File: src/hdl/scc_pkg.sv
// Function
// - writing 1 to all_clock_stop halts all clocks and enters stop mode
// - pll_source_select 0 picks main oscillator, 1 picks PLL clock
// - onchip_osc_stop 0 keeps 125 kHz oscillator running outside stop mode, 1 stops it
// - main_osc_drive_high 0 gives low drive unless all_clock_stop is written 1 in the same write, 1 gives high drive
// - division field bits 7:6 give divide by 1, 2, 4 or 16
// - division field applies only while div8_select is 0, else divide by 8
// - stop mode holds main_osc_out high and disconnects feedback resistor
// - stop mode leaves both sub oscillator pins undriven
// - osc_stop_detect_enable switches the stop/restart detector on or off
// - onchip_osc_source_select 0 routes main/PLL, 1 routes 125 kHz clock
// - osc_stop_detect_flag reads 1 once stop or restart was detected
// - main_osc_monitor is read-only live state, 1 while main clock stopped
// - bit 6 of detection control has no storage and reads 0
// - detect_action_select 0 requests reset on stop, 1 raises interrupt
// - flag clears only by writing 0; with detect_action_select 1 each 0-to-1 edge raises interrupt
// - interrupt action and main source: a stop sets onchip source select
// - clock_change_lock blocks writes to osc_stop_detect_enable
// - enable, onchip select and action bits survive detection reset
package scc_pkg;
	// ------------------------------------------------------------
	// register map
	// ------------------------------------------------------------
	localparam logic [7:0] SCC_CTRL1_OFS = 8'h07;
	localparam logic [7:0] SCC_DETCTL_OFS = 8'h0C;
	localparam logic [7:0] SCC_CTRL1_RST = 8'h20;
	localparam logic [7:0] SCC_DETCTL_RST = 8'h00;
	// system_clock_control_one fields
	localparam int SCC_B_STOP = 0;
	localparam int SCC_B_PLL = 1;
	localparam int SCC_B_RSV1_LO = 2;
	localparam int SCC_B_RSV1_HI = 3;
	localparam int SCC_B_OCOSTOP = 4;
	localparam int SCC_B_DRIVE = 5;
	localparam int SCC_B_DIV_LO = 6;
	localparam int SCC_B_DIV_HI = 7;
	// oscillation_detect_control fields
	localparam int SCC_B_DETEN = 0;
	localparam int SCC_B_OCOSEL = 1;
	localparam int SCC_B_FLAG = 2;
	localparam int SCC_B_MON = 3;
	localparam int SCC_B_RSV2_LO = 4;
	localparam int SCC_B_RSV2_HI = 5;
	localparam int SCC_B_NOBIT = 6;
	localparam int SCC_B_ACTION = 7;
	// ------------------------------------------------------------
	// divide ratios and detector timing
	// ------------------------------------------------------------
	localparam logic [4:0] SCC_DIV_1 = 5'h01;
	localparam logic [4:0] SCC_DIV_2 = 5'h02;
	localparam logic [4:0] SCC_DIV_4 = 5'h04;
	localparam logic [4:0] SCC_DIV_8 = 5'h08;
	localparam logic [4:0] SCC_DIV_16 = 5'h10;
	localparam int SCC_STOP_TICKS = 4;
	typedef enum logic [1:0] {SCC_SRC_MAIN, SCC_SRC_PLL, SCC_SRC_ONCHIP}
		scc_src_type;
endpackage

File: src/hdl/scc_top.sv
`timescale 1ns/100ps
`default_nettype none
module scc_top
	import scc_pkg::*;
#(
	parameter int ADDR_W = 8,
	parameter int STOP_TICKS = SCC_STOP_TICKS
) (
	// clock and reset
	input wire logic SYS_CLK,
	input wire logic NRST,
	input wire logic OSC_DET_RESET,
	// register port
	input wire logic [ADDR_W-1:0] ADDR,
	input wire logic [7:0] WDATA,
	input wire logic WR,
	input wire logic RD,
	output logic [7:0] RDATA,
	// system inputs
	input wire logic CLOCK_CHANGE_LOCK,
	input wire logic DIV8_SELECT,
	input wire logic WAKE_EVENT,
	input wire logic SUB_OSC_ENABLE,
	input wire logic ONCHIP_OSC_TICK,
	input wire logic MAIN_OSC_IN,
	// clock tree control
	output scc_src_type SYS_SRC_SEL,
	output logic [4:0] MAIN_DIV_RATIO,
	output logic MAIN_OSC_DRIVE_HIGH,
	output logic ONCHIP_OSC_EN,
	output logic STOP_MODE,
	// oscillator pins
	output logic MAIN_OSC_OUT_HOLD,
	output logic FEEDBACK_EN,
	output logic SUB_OSC_IN_OE,
	output logic SUB_OSC_OUT_OE,
	// detection results
	output logic OSC_DETECT_IRQ,
	output logic OSC_DETECT_RST_REQ
);
	// ------------------------------------------------------------
	// register state
	// ------------------------------------------------------------
	logic stop_reg, pll_reg, ocostop_reg, drive_reg;
	logic [1:0] div_reg, rsv1_reg, rsv2_reg;
	logic deten_reg, ocosel_reg, flag_reg, action_reg;
	logic wr1, wr2, rd1, rd2;
	logic mon_stopped, mon_stop_evt, mon_reosc_evt;
	logic det_evt, auto_oco;

	assign wr1 = WR && ADDR == ADDR_W'(SCC_CTRL1_OFS);
	assign wr2 = WR && ADDR == ADDR_W'(SCC_DETCTL_OFS);
	assign rd1 = RD && ADDR == ADDR_W'(SCC_CTRL1_OFS);
	assign rd2 = RD && ADDR == ADDR_W'(SCC_DETCTL_OFS);

	// detector events count only while detection is on
	assign det_evt = deten_reg && (mon_stop_evt || mon_reosc_evt);
	assign auto_oco = deten_reg && action_reg && !pll_reg &&
		mon_stop_evt;

	// ------------------------------------------------------------
	// oscillation detector, timed by on-chip oscillator ticks
	// ------------------------------------------------------------
	scc_osc_monitor #(
		.STOP_TICKS(STOP_TICKS)
	) u_mon (
		.clk(SYS_CLK),
		.rst_n(NRST),
		.onchip_tick(ONCHIP_OSC_TICK && !ocostop_reg),
		.main_osc_level(MAIN_OSC_IN),
		.stopped(mon_stopped),
		.stop_evt(mon_stop_evt),
		.reosc_evt(mon_reosc_evt)
	);

	// ------------------------------------------------------------
	// system_clock_control_one
	// ------------------------------------------------------------
	// stop bit: set by software, released by a wake event
	always_ff @(posedge SYS_CLK) begin
		if (!NRST) begin
			stop_reg <= SCC_CTRL1_RST[SCC_B_STOP];
		end else if (WAKE_EVENT) begin
			stop_reg <= 1'b0;
		end else if (wr1) begin
			stop_reg <= WDATA[SCC_B_STOP];
		end
	end

	// remaining control fields
	always_ff @(posedge SYS_CLK) begin
		if (!NRST) begin
			pll_reg <= SCC_CTRL1_RST[SCC_B_PLL];
			rsv1_reg <= SCC_CTRL1_RST[SCC_B_RSV1_HI:SCC_B_RSV1_LO];
			ocostop_reg <= SCC_CTRL1_RST[SCC_B_OCOSTOP];
			drive_reg <= SCC_CTRL1_RST[SCC_B_DRIVE];
			div_reg <= SCC_CTRL1_RST[SCC_B_DIV_HI:SCC_B_DIV_LO];
		end else if (wr1) begin
			pll_reg <= WDATA[SCC_B_PLL];
			rsv1_reg <= WDATA[SCC_B_RSV1_HI:SCC_B_RSV1_LO];
			ocostop_reg <= WDATA[SCC_B_OCOSTOP];
			drive_reg <= WDATA[SCC_B_DRIVE] ||
				WDATA[SCC_B_STOP];
			div_reg <= WDATA[SCC_B_DIV_HI:SCC_B_DIV_LO];
		end
	end

	// ------------------------------------------------------------
	// oscillation_detect_control
	// ------------------------------------------------------------
	// retained bits keep their value through a detection reset
	always_ff @(posedge SYS_CLK) begin
		if (!NRST) begin
			if (!OSC_DET_RESET) begin
				deten_reg <= SCC_DETCTL_RST[SCC_B_DETEN];
				ocosel_reg <= SCC_DETCTL_RST[SCC_B_OCOSEL];
				action_reg <= SCC_DETCTL_RST[SCC_B_ACTION];
			end
		end else begin
			if (wr2 && !CLOCK_CHANGE_LOCK) begin
				deten_reg <= WDATA[SCC_B_DETEN];
			end
			if (auto_oco) begin
				ocosel_reg <= 1'b1;
			end else if (wr2) begin
				ocosel_reg <= WDATA[SCC_B_OCOSEL];
			end
			if (wr2) begin
				action_reg <= WDATA[SCC_B_ACTION];
			end
		end
	end

	// reserved pair stores what is written
	always_ff @(posedge SYS_CLK) begin
		if (!NRST) begin
			rsv2_reg <= SCC_DETCTL_RST[SCC_B_RSV2_HI:SCC_B_RSV2_LO];
		end else if (wr2) begin
			rsv2_reg <= WDATA[SCC_B_RSV2_HI:SCC_B_RSV2_LO];
		end
	end

	// flag: a detection beats a clearing write, writing 1 is ignored
	always_ff @(posedge SYS_CLK) begin
		if (!NRST) begin
			flag_reg <= SCC_DETCTL_RST[SCC_B_FLAG];
		end else if (det_evt) begin
			flag_reg <= 1'b1;
		end else if (wr2 && !WDATA[SCC_B_FLAG]) begin
			flag_reg <= 1'b0;
		end
	end

	// interrupt pulse on a 0-to-1 flag edge, reset request on stop
	always_ff @(posedge SYS_CLK) begin
		if (!NRST) begin
			OSC_DETECT_IRQ <= 1'b0;
			OSC_DETECT_RST_REQ <= 1'b0;
		end else begin
			OSC_DETECT_IRQ <= det_evt && !flag_reg && action_reg;
			OSC_DETECT_RST_REQ <= deten_reg && !action_reg &&
				mon_stop_evt;
		end
	end

	// ------------------------------------------------------------
	// clock tree outputs
	// ------------------------------------------------------------
	always_ff @(posedge SYS_CLK) begin
		if (!NRST) begin
			SYS_SRC_SEL <= SCC_SRC_MAIN;
			MAIN_DIV_RATIO <= SCC_DIV_8;
			MAIN_OSC_DRIVE_HIGH <= SCC_CTRL1_RST[SCC_B_DRIVE];
			ONCHIP_OSC_EN <= 1'b1;
		end else begin
			if (ocosel_reg) begin
				SYS_SRC_SEL <= SCC_SRC_ONCHIP;
			end else if (pll_reg) begin
				SYS_SRC_SEL <= SCC_SRC_PLL;
			end else begin
				SYS_SRC_SEL <= SCC_SRC_MAIN;
			end
			if (DIV8_SELECT) begin
				MAIN_DIV_RATIO <= SCC_DIV_8;
			end else begin
				case (div_reg)
					2'b00: MAIN_DIV_RATIO <= SCC_DIV_1;
					2'b01: MAIN_DIV_RATIO <= SCC_DIV_2;
					2'b10: MAIN_DIV_RATIO <= SCC_DIV_4;
					default: MAIN_DIV_RATIO <= SCC_DIV_16;
				endcase
			end
			MAIN_OSC_DRIVE_HIGH <= drive_reg;
			ONCHIP_OSC_EN <= !ocostop_reg && !stop_reg;
		end
	end

	// stop mode and oscillator pin states
	always_ff @(posedge SYS_CLK) begin
		if (!NRST) begin
			STOP_MODE <= 1'b0;
			MAIN_OSC_OUT_HOLD <= 1'b0;
			FEEDBACK_EN <= 1'b1;
			SUB_OSC_IN_OE <= 1'b0;
			SUB_OSC_OUT_OE <= 1'b0;
		end else begin
			STOP_MODE <= stop_reg;
			MAIN_OSC_OUT_HOLD <= stop_reg;
			FEEDBACK_EN <= !stop_reg;
			SUB_OSC_IN_OE <= SUB_OSC_ENABLE && !stop_reg;
			SUB_OSC_OUT_OE <= SUB_OSC_ENABLE && !stop_reg;
		end
	end

	// ------------------------------------------------------------
	// read port, data in the cycle after the strobe
	// ------------------------------------------------------------
	always_ff @(posedge SYS_CLK) begin
		if (!NRST) begin
			RDATA <= 8'h00;
		end else if (rd1) begin
			RDATA <= {div_reg, drive_reg, ocostop_reg, rsv1_reg, pll_reg,
				stop_reg};
		end else if (rd2) begin
			// bit 6 has no storage and returns 0
			RDATA <= {action_reg, 1'b0, rsv2_reg, mon_stopped, flag_reg,
				ocosel_reg, deten_reg};
		end else begin
			RDATA <= 8'h00;
		end
	end

	// ------------------------------------------------------------
	// checks
	// ------------------------------------------------------------
	property p_stop_enter;
		@(posedge SYS_CLK) disable iff (!NRST)
		(wr1 && WDATA[SCC_B_STOP] && !WAKE_EVENT) |=> ##1 STOP_MODE;
	endproperty
	a_stop_enter: assert property (p_stop_enter)
		else $error("stop write did not enter stop mode");

	property p_src_pll;
		@(posedge SYS_CLK) disable iff (!NRST)
		(pll_reg && !ocosel_reg) |=> SYS_SRC_SEL == SCC_SRC_PLL;
	endproperty
	a_src_pll: assert property (p_src_pll)
		else $error("PLL source not routed");

	property p_div8;
		@(posedge SYS_CLK) disable iff (!NRST)
		DIV8_SELECT |=> MAIN_DIV_RATIO == SCC_DIV_8;
	endproperty
	a_div8: assert property (p_div8)
		else $error("divide by 8 not applied");

	property p_div16;
		@(posedge SYS_CLK) disable iff (!NRST)
		(!DIV8_SELECT && div_reg == 2'b11) |=> MAIN_DIV_RATIO == SCC_DIV_16;
	endproperty
	a_div16: assert property (p_div16)
		else $error("divide by 16 not applied");

	property p_stop_pins;
		@(posedge SYS_CLK) disable iff (!NRST)
		STOP_MODE |-> (MAIN_OSC_OUT_HOLD && !FEEDBACK_EN &&
			!SUB_OSC_IN_OE && !SUB_OSC_OUT_OE);
	endproperty
	a_stop_pins: assert property (p_stop_pins)
		else $error("oscillator pins wrong in stop mode");

	property p_monitor_read;
		@(posedge SYS_CLK) disable iff (!NRST)
		rd2 |=> RDATA[SCC_B_MON] == $past(mon_stopped);
	endproperty
	a_monitor_read: assert property (p_monitor_read)
		else $error("monitor bit does not show oscillator state");

	property p_flag_write1;
		@(posedge SYS_CLK) disable iff (!NRST)
		(flag_reg && wr2 && WDATA[SCC_B_FLAG]) |=> flag_reg;
	endproperty
	a_flag_write1: assert property (p_flag_write1)
		else $error("writing 1 changed the detection flag");

	property p_irq_edge;
		@(posedge SYS_CLK) disable iff (!NRST)
		OSC_DETECT_IRQ |->
			(flag_reg && !$past(flag_reg) && $past(action_reg));
	endproperty
	a_irq_edge: assert property (p_irq_edge)
		else $error("interrupt without a flag rising edge");

	property p_reset_req;
		@(posedge SYS_CLK) disable iff (!NRST)
		(deten_reg && !action_reg && mon_stop_evt) |=> OSC_DETECT_RST_REQ;
	endproperty
	a_reset_req: assert property (p_reset_req)
		else $error("stop detection did not request reset");

	property p_auto_onchip;
		@(posedge SYS_CLK) disable iff (!NRST)
		auto_oco |=> ocosel_reg ##1 SYS_SRC_SEL == SCC_SRC_ONCHIP;
	endproperty
	a_auto_onchip: assert property (p_auto_onchip)
		else $error("stop did not switch to on-chip oscillator");

	property p_lock;
		@(posedge SYS_CLK) disable iff (!NRST)
		(wr2 && CLOCK_CHANGE_LOCK) |=> $stable(deten_reg);
	endproperty
	a_lock: assert property (p_lock)
		else $error("locked detection enable was written");

	c_stop: cover property (@(posedge SYS_CLK) disable iff (!NRST)
		STOP_MODE ##1 !STOP_MODE);
	c_irq: cover property (@(posedge SYS_CLK) disable iff (!NRST)
		OSC_DETECT_IRQ);
	c_rst_req: cover property (@(posedge SYS_CLK) disable iff (!NRST)
		OSC_DETECT_RST_REQ);
endmodule
`default_nettype wire

File: src/hdl/scc_osc_monitor.sv
`timescale 1ns/100ps
`default_nettype none
module scc_osc_monitor
	import scc_pkg::*;
#(
	parameter int STOP_TICKS = SCC_STOP_TICKS
) (
	// clock and reset
	input wire logic clk,
	input wire logic rst_n,
	// time base and observed oscillator
	input wire logic onchip_tick,
	input wire logic main_osc_level,
	// results
	output logic stopped,
	output logic stop_evt,
	output logic reosc_evt
);
	// ------------------------------------------------------------
	// edge watch on the main oscillator
	// ------------------------------------------------------------
	logic prev_reg;
	logic [7:0] cnt_reg;
	logic edge_seen;

	assign edge_seen = main_osc_level ^ prev_reg;

	// previous level of the oscillator
	always_ff @(posedge clk) begin
		if (!rst_n) begin
			prev_reg <= 1'b0;
		end else begin
			prev_reg <= main_osc_level;
		end
	end

	// silence counted in on-chip ticks
	always_ff @(posedge clk) begin
		if (!rst_n || edge_seen) begin
			cnt_reg <= 8'h00;
		end else if (onchip_tick && cnt_reg != 8'(STOP_TICKS)) begin
			cnt_reg <= cnt_reg + 8'h01;
		end
	end

	// stopped level and one-cycle events
	always_ff @(posedge clk) begin
		if (!rst_n) begin
			stopped <= 1'b0;
			stop_evt <= 1'b0;
			reosc_evt <= 1'b0;
		end else begin
			stop_evt <= 1'b0;
			reosc_evt <= 1'b0;
			if (edge_seen && stopped) begin
				stopped <= 1'b0;
				reosc_evt <= 1'b1;
			end else if (!edge_seen && !stopped &&
				cnt_reg == 8'(STOP_TICKS)) begin
				stopped <= 1'b1;
				stop_evt <= 1'b1;
			end
		end
	end

	// ------------------------------------------------------------
	// checks
	// ------------------------------------------------------------
	property p_silence_stops;
		@(posedge clk) disable iff (!rst_n)
		(!stopped && !edge_seen && cnt_reg == 8'(STOP_TICKS))
			|=> (stopped && stop_evt);
	endproperty
	a_silence_stops: assert property (p_silence_stops)
		else $error("detector missed a silent main oscillator");
endmodule
`default_nettype wire

File: config.mk
export PLATFORM = sky130hd
export DESIGN_NAME = scc_top
export DESIGN_NICKNAME = d
export VERILOG_FILES = /design/src/hdl/scc_pkg.sv /design/src/hdl/scc_top.sv /design/src/hdl/scc_osc_monitor.sv
export SDC_FILE = /design/constraint.sdc
export NUM_CORES = 1
export LEC_CHECK = 0
export ABC_AREA = 1
export BUFFER_PORTS_ARGS = -buffer_cell sky130_fd_sc_hd__clkbuf_2
export CORE_ASPECT_RATIO = 0.5
export CORE_MARGIN = 2
export CORE_UTILIZATION = 50
export CTS_CLUSTER_SIZE = 40
export DETAILED_ROUTE_END_ITERATION = 8
export GPL_TIMING_DRIVEN = 0
export PLACE_DENSITY = 0.76
export SYNTH_ARGS = -nofsm -noshare
export SYNTH_HDL_FRONTEND = slang
export SYNTH_SLANG_ARGS = --single-unit
File: constraint.sdc
create_clock -name SYS_CLK -period 2.2 [get_ports SYS_CLK]
set_input_delay 0 -clock SYS_CLK [delete_from_list [all_inputs] [get_ports SYS_CLK]]
set_output_delay 0 -clock SYS_CLK [all_outputs]
set_load 0.02 [all_outputs]
Word-level counts from Yosys, hierarchy flattened:

Cells that the tools add are included.

* input bits: 27
* bits in registers: 48

* muxes and demuxes: 17
* equality and inequality tests: 10
* add/sub/neg operators: 1
* bitwise logic cells: 2
* reductions and logical operators: 43

Operators with widths (count)
* 1-bit logical AND: 21
* 8-bit by 3-bit == test with 1-bit output, second input constant: 2
* 8-bit 2-to-1 mux: 2
* 5-bit one-hot mux with 3 select lines: 1
* 1-bit 2-to-1 mux: 13
* 1-bit logical NOT: 10
* 8-bit by 1-bit adder with 8-bit output, second input constant: 1
* 8-bit by 4-bit == test with 1-bit output, second input constant: 1
* 8-bit by 3-bit != test with 1-bit output, second input constant: 1
* 2-bit OR reduction: 4
* 2-bit AND reduction: 3
* 2-bit by 1-bit != test with 1-bit output, second input constant: 2
* 1-bit logical OR: 3
* 3-bit by 1-bit != test with 1-bit output, second input constant: 1
* 2-bit by 1-bit == test with 1-bit output, second input constant: 1
* 2-bit == test, second input constant: 1
* 2-bit logical NOT: 1
* 2-bit 2-to-1 mux: 1
* 2-bit != test, second input constant: 1
* 2-bit nonzero test: 1
* 1-bit NOT: 1
* 1-bit XOR: 1

Depth between registers and ports, before layout:

Gate-level depths: netlist of run 1.

* depth in word-level cells: 5
* mapped depth: 8

Hierarchy:

A second synthesis of run 1 with hierarchy kept.

* cells, all modules: 293
* area total of the unflattened synthesis: 2147.1 µm²

By module, submodules not included
* scc_top: sequential area each 750.7 µm², area an instance 1522.7 µm², instances 1, cells each 200
* scc_osc_monitor: sequential area each 240.2 µm², area an instance 624.3 µm², instances 1, cells each 93

Least setup slack after synthesis of run 1:

No wires, ideal clock.

* kind: register to register
* from: reg u_mon.cnt_reg[0]
* to: reg u_mon.cnt_reg[4]
* setup time: 0.071 ns
* period minus slack after synthesis: 1.217 ns
* arrival time: 1.145 ns
* stages on the path, launching flop included: 8
* path buffers: 0
* path slack: 0.983 ns
* cells stage by stage: dfxtp_1 inv_1 ha_1 nand3_1 nor2_1 nor2_2 nand2_1 a21oi_1

* cells in the longest elaborated chain, start to end: 2
* elaborated cells on any way between the ends: 3

Ends and longest elaborated chain
* start: declaration: line scc_osc_monitor.sv:23 `logic [7:0] cnt_reg;`
* start signal: assignment: line scc_osc_monitor.sv:42 `cnt_reg <= cnt_reg + 8'h01;`
* branches (longest 2 deep; another with 8-bit by 1-bit adder with 8-bit output)

Parallel ways; which one is timed is not known.
A chain may end at the register's enable or synchronous reset.

Worst setup path in the final report of run 1:

* from: reg u_mon.cnt_reg[0]
* to: reg u_mon.cnt_reg[3]

The elaborated chain is that of the path after synthesis.

==> results of run 1 <==
-- cells in the final DEF, fill, tap and decap left out, types with 2 or more instances in the layout --
| cell type | count |
|---|---|
| nand3_1 | 17 |
| nor2_4 | 2 |
| buf_4 | 4 |
| dfxtp_1 | 45 |
| or2_2 | 3 |
| inv_1 | 20 |
| a21oi_1 | 16 |
| nand4_1 | 9 |
| o211ai_1 | 3 |
| clkbuf_2 | 50 |
| nor2_2 | 2 |
| nor3_1 | 7 |
| clkbuf_1 | 5 |
| nand2_1 | 60 |
| clkbuf_8 | 5 |
| dlygate4sd3_1 | 12 |
| ha_1 | 2 |
| o21ai_0 | 8 |
| nor2_1 | 19 |
| xor2_1 | 3 |
| edfxtp_1 | 3 |
-- power breakdown --
group	total, W	internal (W)	switching (W)
registers	0.000895	0.000888	0.00000729
clock network	0.000601	0.000298	0.000304
logic	0.000115	0.0000507	0.0000645
total	0.00161	0.00124	0.000375
-- worst max-delay path: stages, from the launching register on --
cell and delay (ps):
dfxtp_1 380, inv_1 90, ha_1 220, nand3_1 120
nor2_1 70, nor2_2 280, nand2_1 80, a21oi_1 130
-- metrics by stage --
| step | instances | setup slack [ps] | cell area [um2] |
|---|---|---|---|
| after floorplan | 239 | 983.3 | 1913 |
| after global placement | 340 | 823.4 | 2227 |
| after detailed placement | 340 | 780.3 | 2227 |
| after CTS | 360 | 753.3 | 2456 |
| after global routing | 360 | 588.9 | 2456 |
| final | 360 | 761.7 | 2456 |
-- cells by family (layout without fill, tap and decap cells) --
kind of cell / after synthesis / after routing / synth area share (%)
buffers and inverters: 31 / 101 / 6.932
adder cells (fa/ha/maj): 2 / 2 / 1.308
AO/OA/AOI/OAI: 30 / 30 / 8.699
flip-flops: 48 / 48 / 51.80
XOR/XNOR: 4 / 4 / 1.832
AND/OR/NAND/NOR: 124 / 124 / 29.43
-- layer usage --
layer	GRT usage, %	vias to the layer above
met5	0	-
met4	7.576	0
met3	4.882	10
met2	34.26	49
met1	25.15	774
li1	-	914
-- cell type report --
| class | instances | area [um2] |
|---|---|---|
| inverter | 21 | 78.83 |
| clock inverter | 2 | 15.01 |
| fill | 295 | 1091 |
| clock buffer | 6 | 93.84 |
| tap | 51 | 63.81 |
| timing repair buffer | 62 | 370.4 |
| multi-input combinational | 160 | 789.5 |
| sequential | 48 | 991.0 |
| buffer | 10 | 53.80 |
-- worst min path at each step --
stage                     endpoint  cells past startpoint
floorplan           u_mon.prev_reg                      2
global placement    SUB_OSC_OUT_OE                      3
detailed placement  SUB_OSC_OUT_OE                      3
CTS                      deten_reg                      2
global route             deten_reg                      2
finish                   deten_reg                      2
-- repair_timing --
| action | in CTS | in global routing |
|---|---|---|
| hold buffers | 12 | 0 |
| endpoints found under the hold margin | 14 | 0 |
| endpoints found under the setup margin | 0 | 0 |
==> impl_metrics.tcl, run 1 <==
set metrics [dict create \
    clkTransAtPathRegs_ps 90 \
    cp.arrival_ps 1670 \
    cp-start-kind "register" \
    cp.required_ps 2430 \
    core-area_mm2 0.003547 \
    power.total_w 0.001612 \
    ir_drop_mv 0.2486 \
    ys_ff_latch 48 \
    reg2reg_slack_ps 760 \
    drv_slew 0 \
    finalCritPeriodShare_pct 65.38 \
    wl_met1_mm 1.883 \
    clock_skew_ps 2.847 \
    drive_above_1_share_pct 23.95 \
    critical_path.max_fanout 8 \
    grt_pass1_vias 1516 \
    max_cap_violations 0 \
    dr_wl_met2_mm 1.879 \
    numCtsBuffers 5 \
    hp-start "CLOCK_CHANGE_LOCK" \
    synthMostInstantiatedCell "nand2_1" \
    clockRootBuffer "clkbuf_8" \
    fin_nets 337 \
    drt_first_iter_violations 146 \
    ys_seq_area_share_pct 51.80 \
    synth-async-reset-ratio_pct 0 \
    synth-main-ff-cell "dfxtp_1" \
    crit_start "u_mon.cnt_reg[0]" \
    wl_mm 4.079 \
    clock_path_buffers 2 \
    netlist_area_mm2 0.001913 \
    synth_common_cells "nand2_1, dfxtp_1, inv_1" \
    reg2reg_from "u_mon.cnt_reg[0]" \
    die_x_um 91.48 \
    synth_area_leaders "dfxtp_1, nand2_1, edfxtp_1" \
    cts_sinks 48 \
    drc 0 \
    setup_viol 0 \
    postCtsSetupRepairBufs 0 \
    synth_fp_nets 268 \
    slew_headroom_pct 68.96 \
    rows 15 \
    synth_top_cell_by_area "dfxtp_1" \
    initial_core_util_pct 53.93 \
    synth_edf_count 3 \
    area_growth_pct 28.38 \
    crit_type "reg2reg" \
    io_pins 51 \
    drt_first_pass_iters 5 \
    grt_max_degree 17 \
    power_density_mw_per_mm2 656.2 \
    syn_inst 239 \
    die_y_um 47.74 \
    route.vias.total 1747 \
    fin_crit_ps 1438 \
    worstHoldPathType "in2reg" \
    r2r_end "u_mon.cnt_reg[3]" \
    synth.avg_cell_area_um2 8.005 \
    topRoutingLayerUsed "met4" \
    post_cts_resize_count 0 \
    synth_top_area_share_pct 47.09 \
    reg2regPathDepth 7 \
    synthDistinctLibCells 29 \
    antenna_found_initial 0 \
    wl_per_cell_um 11.33 \
    io_buffers 50 \
    via_per_inst 4.853 \
    cts_tree "built" \
    rsz0062_at_grt "no" \
    track_usage_pct 19.77 \
    fp.dieArea_mm2 0.004367 \
    hpwl_mm 2.872 \
    met3_length_um 265 \
    place_congestion 0.8708 \
    clock.fmax_mhz 695.3 \
    crit_end "u_mon.cnt_reg[3]" \
    cts.htree.levels 2 \
    outcome "completed" \
    grt_overflow 0 \
    end_kind "register" \
    clk_latency_ps 300 \
    num_antenna_cells 0 \
    worst_hold_slack_ps 8.249 \
    leakage_nw 1.062 \
    yosysWarnings 0 \
    ant_nets 0 \
    tightest_slew_ps 465.5 \
    setup_tns_ps 0 \
    utilization_pct 69.24 \
    grt_pass1_wl_mm 6.575 \
    finalHoldViolations 0 \
]
Note: power is estimated with default switching activity, not from simulation.
==> run 2: changes to the inputs <==
==> constraint.sdc (replaced) <==
create_clock -name SYS_CLK -period 1.47 [get_ports SYS_CLK]
set_input_delay 0 -clock SYS_CLK [delete_from_list [all_inputs] [get_ports SYS_CLK]]
set_output_delay 0 -clock SYS_CLK [all_outputs]
set_load 0.02 [all_outputs]
==> run 2 against run 1 <==
  * Die area did not move
  * Register-to-register slack got worse by 600 ps
  * Routed wire length fell by 0.39%
  * Global-route usage did not move
  * Largest cell class unchanged
  * Largest power group unchanged
==> impl_metrics.tcl, run 2 (same netlist as run 1, synthesis figures left out) <==
set metrics [dict create \
    fp.dieArea_mm2 0.004367 \
    hp-start "CLOCK_CHANGE_LOCK" \
    clock_skew_ps 3.542 \
    clkTransAtPathRegs_ps 90 \
    reg2reg_from "u_mon.cnt_reg[0]" \
    num_antenna_cells 0 \
    reg2regPathDepth 7 \
    io_pins 51 \
    cp.required_ps 1720 \
    cp-start-kind "input port" \
    reg2reg_slack_ps 160 \
    ant_nets 0 \
    n_fill_cell 290 \
    initial_core_util_pct 53.93 \
    clockRootBuffer "clkbuf_8" \
    grt_overflow 0 \
    finalCritPeriodShare_pct 93.61 \
    grt_pass1_vias 1516 \
    final_cell_mix "nand2_1, clkbuf_2, dfxtp_1, inv_1, nor2_1" \
    wl_mm 4.063 \
    dpl_cell_area_mm2 0.002227 \
    power_density_mw_per_mm2 974.9 \
    rsz0062_at_grt "no" \
    max_cap_violations 0 \
    clk_latency_ps 300 \
    track_usage_pct 19.77 \
    drt_first_iter_violations 130 \
    area_growth_pct 29.56 \
    clock.fmax_mhz 726.7 \
    crit_type "in2reg" \
    place_congestion 0.8708 \
    hpwl_mm 2.872 \
    cts.htree.levels 2 \
    route.vias.total 1737 \
    drive_above_1_share_pct 25.24 \
    fin_crit_ps 1376 \
    drv_slew 0 \
    min_to "deten_reg" \
    cts_tree "built" \
    die_y_um 47.74 \
    grt_max_degree 17 \
    tightest_slew_ps 465.4 \
    leakage_nw 1.067 \
    worstHoldPathType "in2reg" \
    numCtsBuffers 5 \
    setup_viol 0 \
    ir_drop_mv 0.3679 \
    cp.arrival_ps 1630 \
    core-area_mm2 0.003547 \
    setup_tns_ps 0 \
    finalHoldViolations 0 \
    whs_path_depth 2 \
    die_x_um 91.48 \
    fin_nets 337 \
    grt_pass1_wl_mm 6.575 \
    final_common_cell "nand2_1" \
    clock_path_buffers 2 \
    design_area_mm2 0.002479 \
    critical_path.max_fanout 1 \
    postCtsSetupRepairBufs 0 \
    wl_per_cell_um 11.29 \
    r2r_end "u_mon.cnt_reg[3]" \
    antenna_found_initial 0 \
    end_kind "register" \
    cts_sinks 48 \
    drt_first_pass_iters 4 \
    slew_headroom_pct 68.97 \
    outcome "completed" \
    drc 0 \
    rows 15 \
    io_buffers 50 \
    via_per_inst 4.825 \
]
[run 2: cell types whose count changed in the layout (fill, tap and decap cells not counted)]
cell	previous run	this run
dfxtp_1	45	43
o21bai_4	0	1
nand2_1	60	59
nor2_4	2	3
o21bai_2	1	0
nand3_1	17	16
nor2_2	2	1
dfxtp_2	0	2
nand2_2	1	2
nand3_2	1	2
[run 2: worst max path at each step]
| stage | endpoint | slack (ps) | from | cells after the start |
|---|---|---|---|---|
| after floorplan | u_mon.cnt_reg[4] | 250 | u_mon.cnt_reg[0] | 7 |
| after global placement | u_mon.cnt_reg[2] | 90 | u_mon.cnt_reg[0] | 7 |
| after detailed placement | u_mon.cnt_reg[3] | 50 | u_mon.cnt_reg[0] | 7 |
| after CTS | u_mon.cnt_reg[3] | 20 | u_mon.cnt_reg[0] | 7 |
| after global routing | u_mon.cnt_reg[3] | 10 | u_mon.cnt_reg[0] | 7 |
| final | stop_reg | 90 | WAKE_EVENT | 5 |
[run 2: area by class of cell]
cell class | instances | area [um2] | area share, %
clock inverter | 2 | 15.01 | 0.6058
buffer | 10 | 53.80 | 2.171
timing repair buffer | 62 | 370.4 | 14.94
multi-input combinational | 160 | 809.5 | 32.66
tap | 51 | 63.81 | 2.574
inverter | 21 | 78.83 | 3.180
sequential | 48 | 993.5 | 40.08
clock buffer | 6 | 93.84 | 3.786
[run 2: per-layer routing]
metal	share of wire, %	GRT usage, %	routed length (um)	up-vias
li1	-	-	-	914
met1	48	25.15	1934	777
met3	4.6	4.882	187	8
met5	0	0	0	-
met2	47	34.26	1902	38
met4	0.96	7.576	39	0
[run 2: worst max-delay path: stages]
cell and delay [ps]:
dlygate4sd3_1 550, clkbuf_2 110, or2_2 290, a21oi_1 120, dlygate4sd3_1 560
[run 2: report_power, final]
group          leakage [nW]  switching (W)  internal, W
clock                0.0573       0.000455     0.000445
sequential            0.392      0.0000108      0.00133
combinational         0.617      0.0000977    0.0000775
[run 2: per-stage QoR]
step	setup slack, ps	instances	power, W	util [%]	hold WS [ps]
finish	93.98	360	0.002416	69.88	6.266
floorplan	253.3	239	0.001447	-	97.63
global placement	93.36	340	0.001514	62.79	210.6
detailed placement	50.28	340	0.001517	62.79	211.4
CTS	23.32	360	0.002429	69.24	2.035
global route	13.13	360	0.002507	69.88	9.392
[run 2: repair_timing]
item / 4_1_cts / 5_1_grt
gates resized for setup: 0 / 6
endpoints found under the setup margin: 0 / 9
endpoints found under the hold margin: 14 / 0
hold buffers: 12 / 0
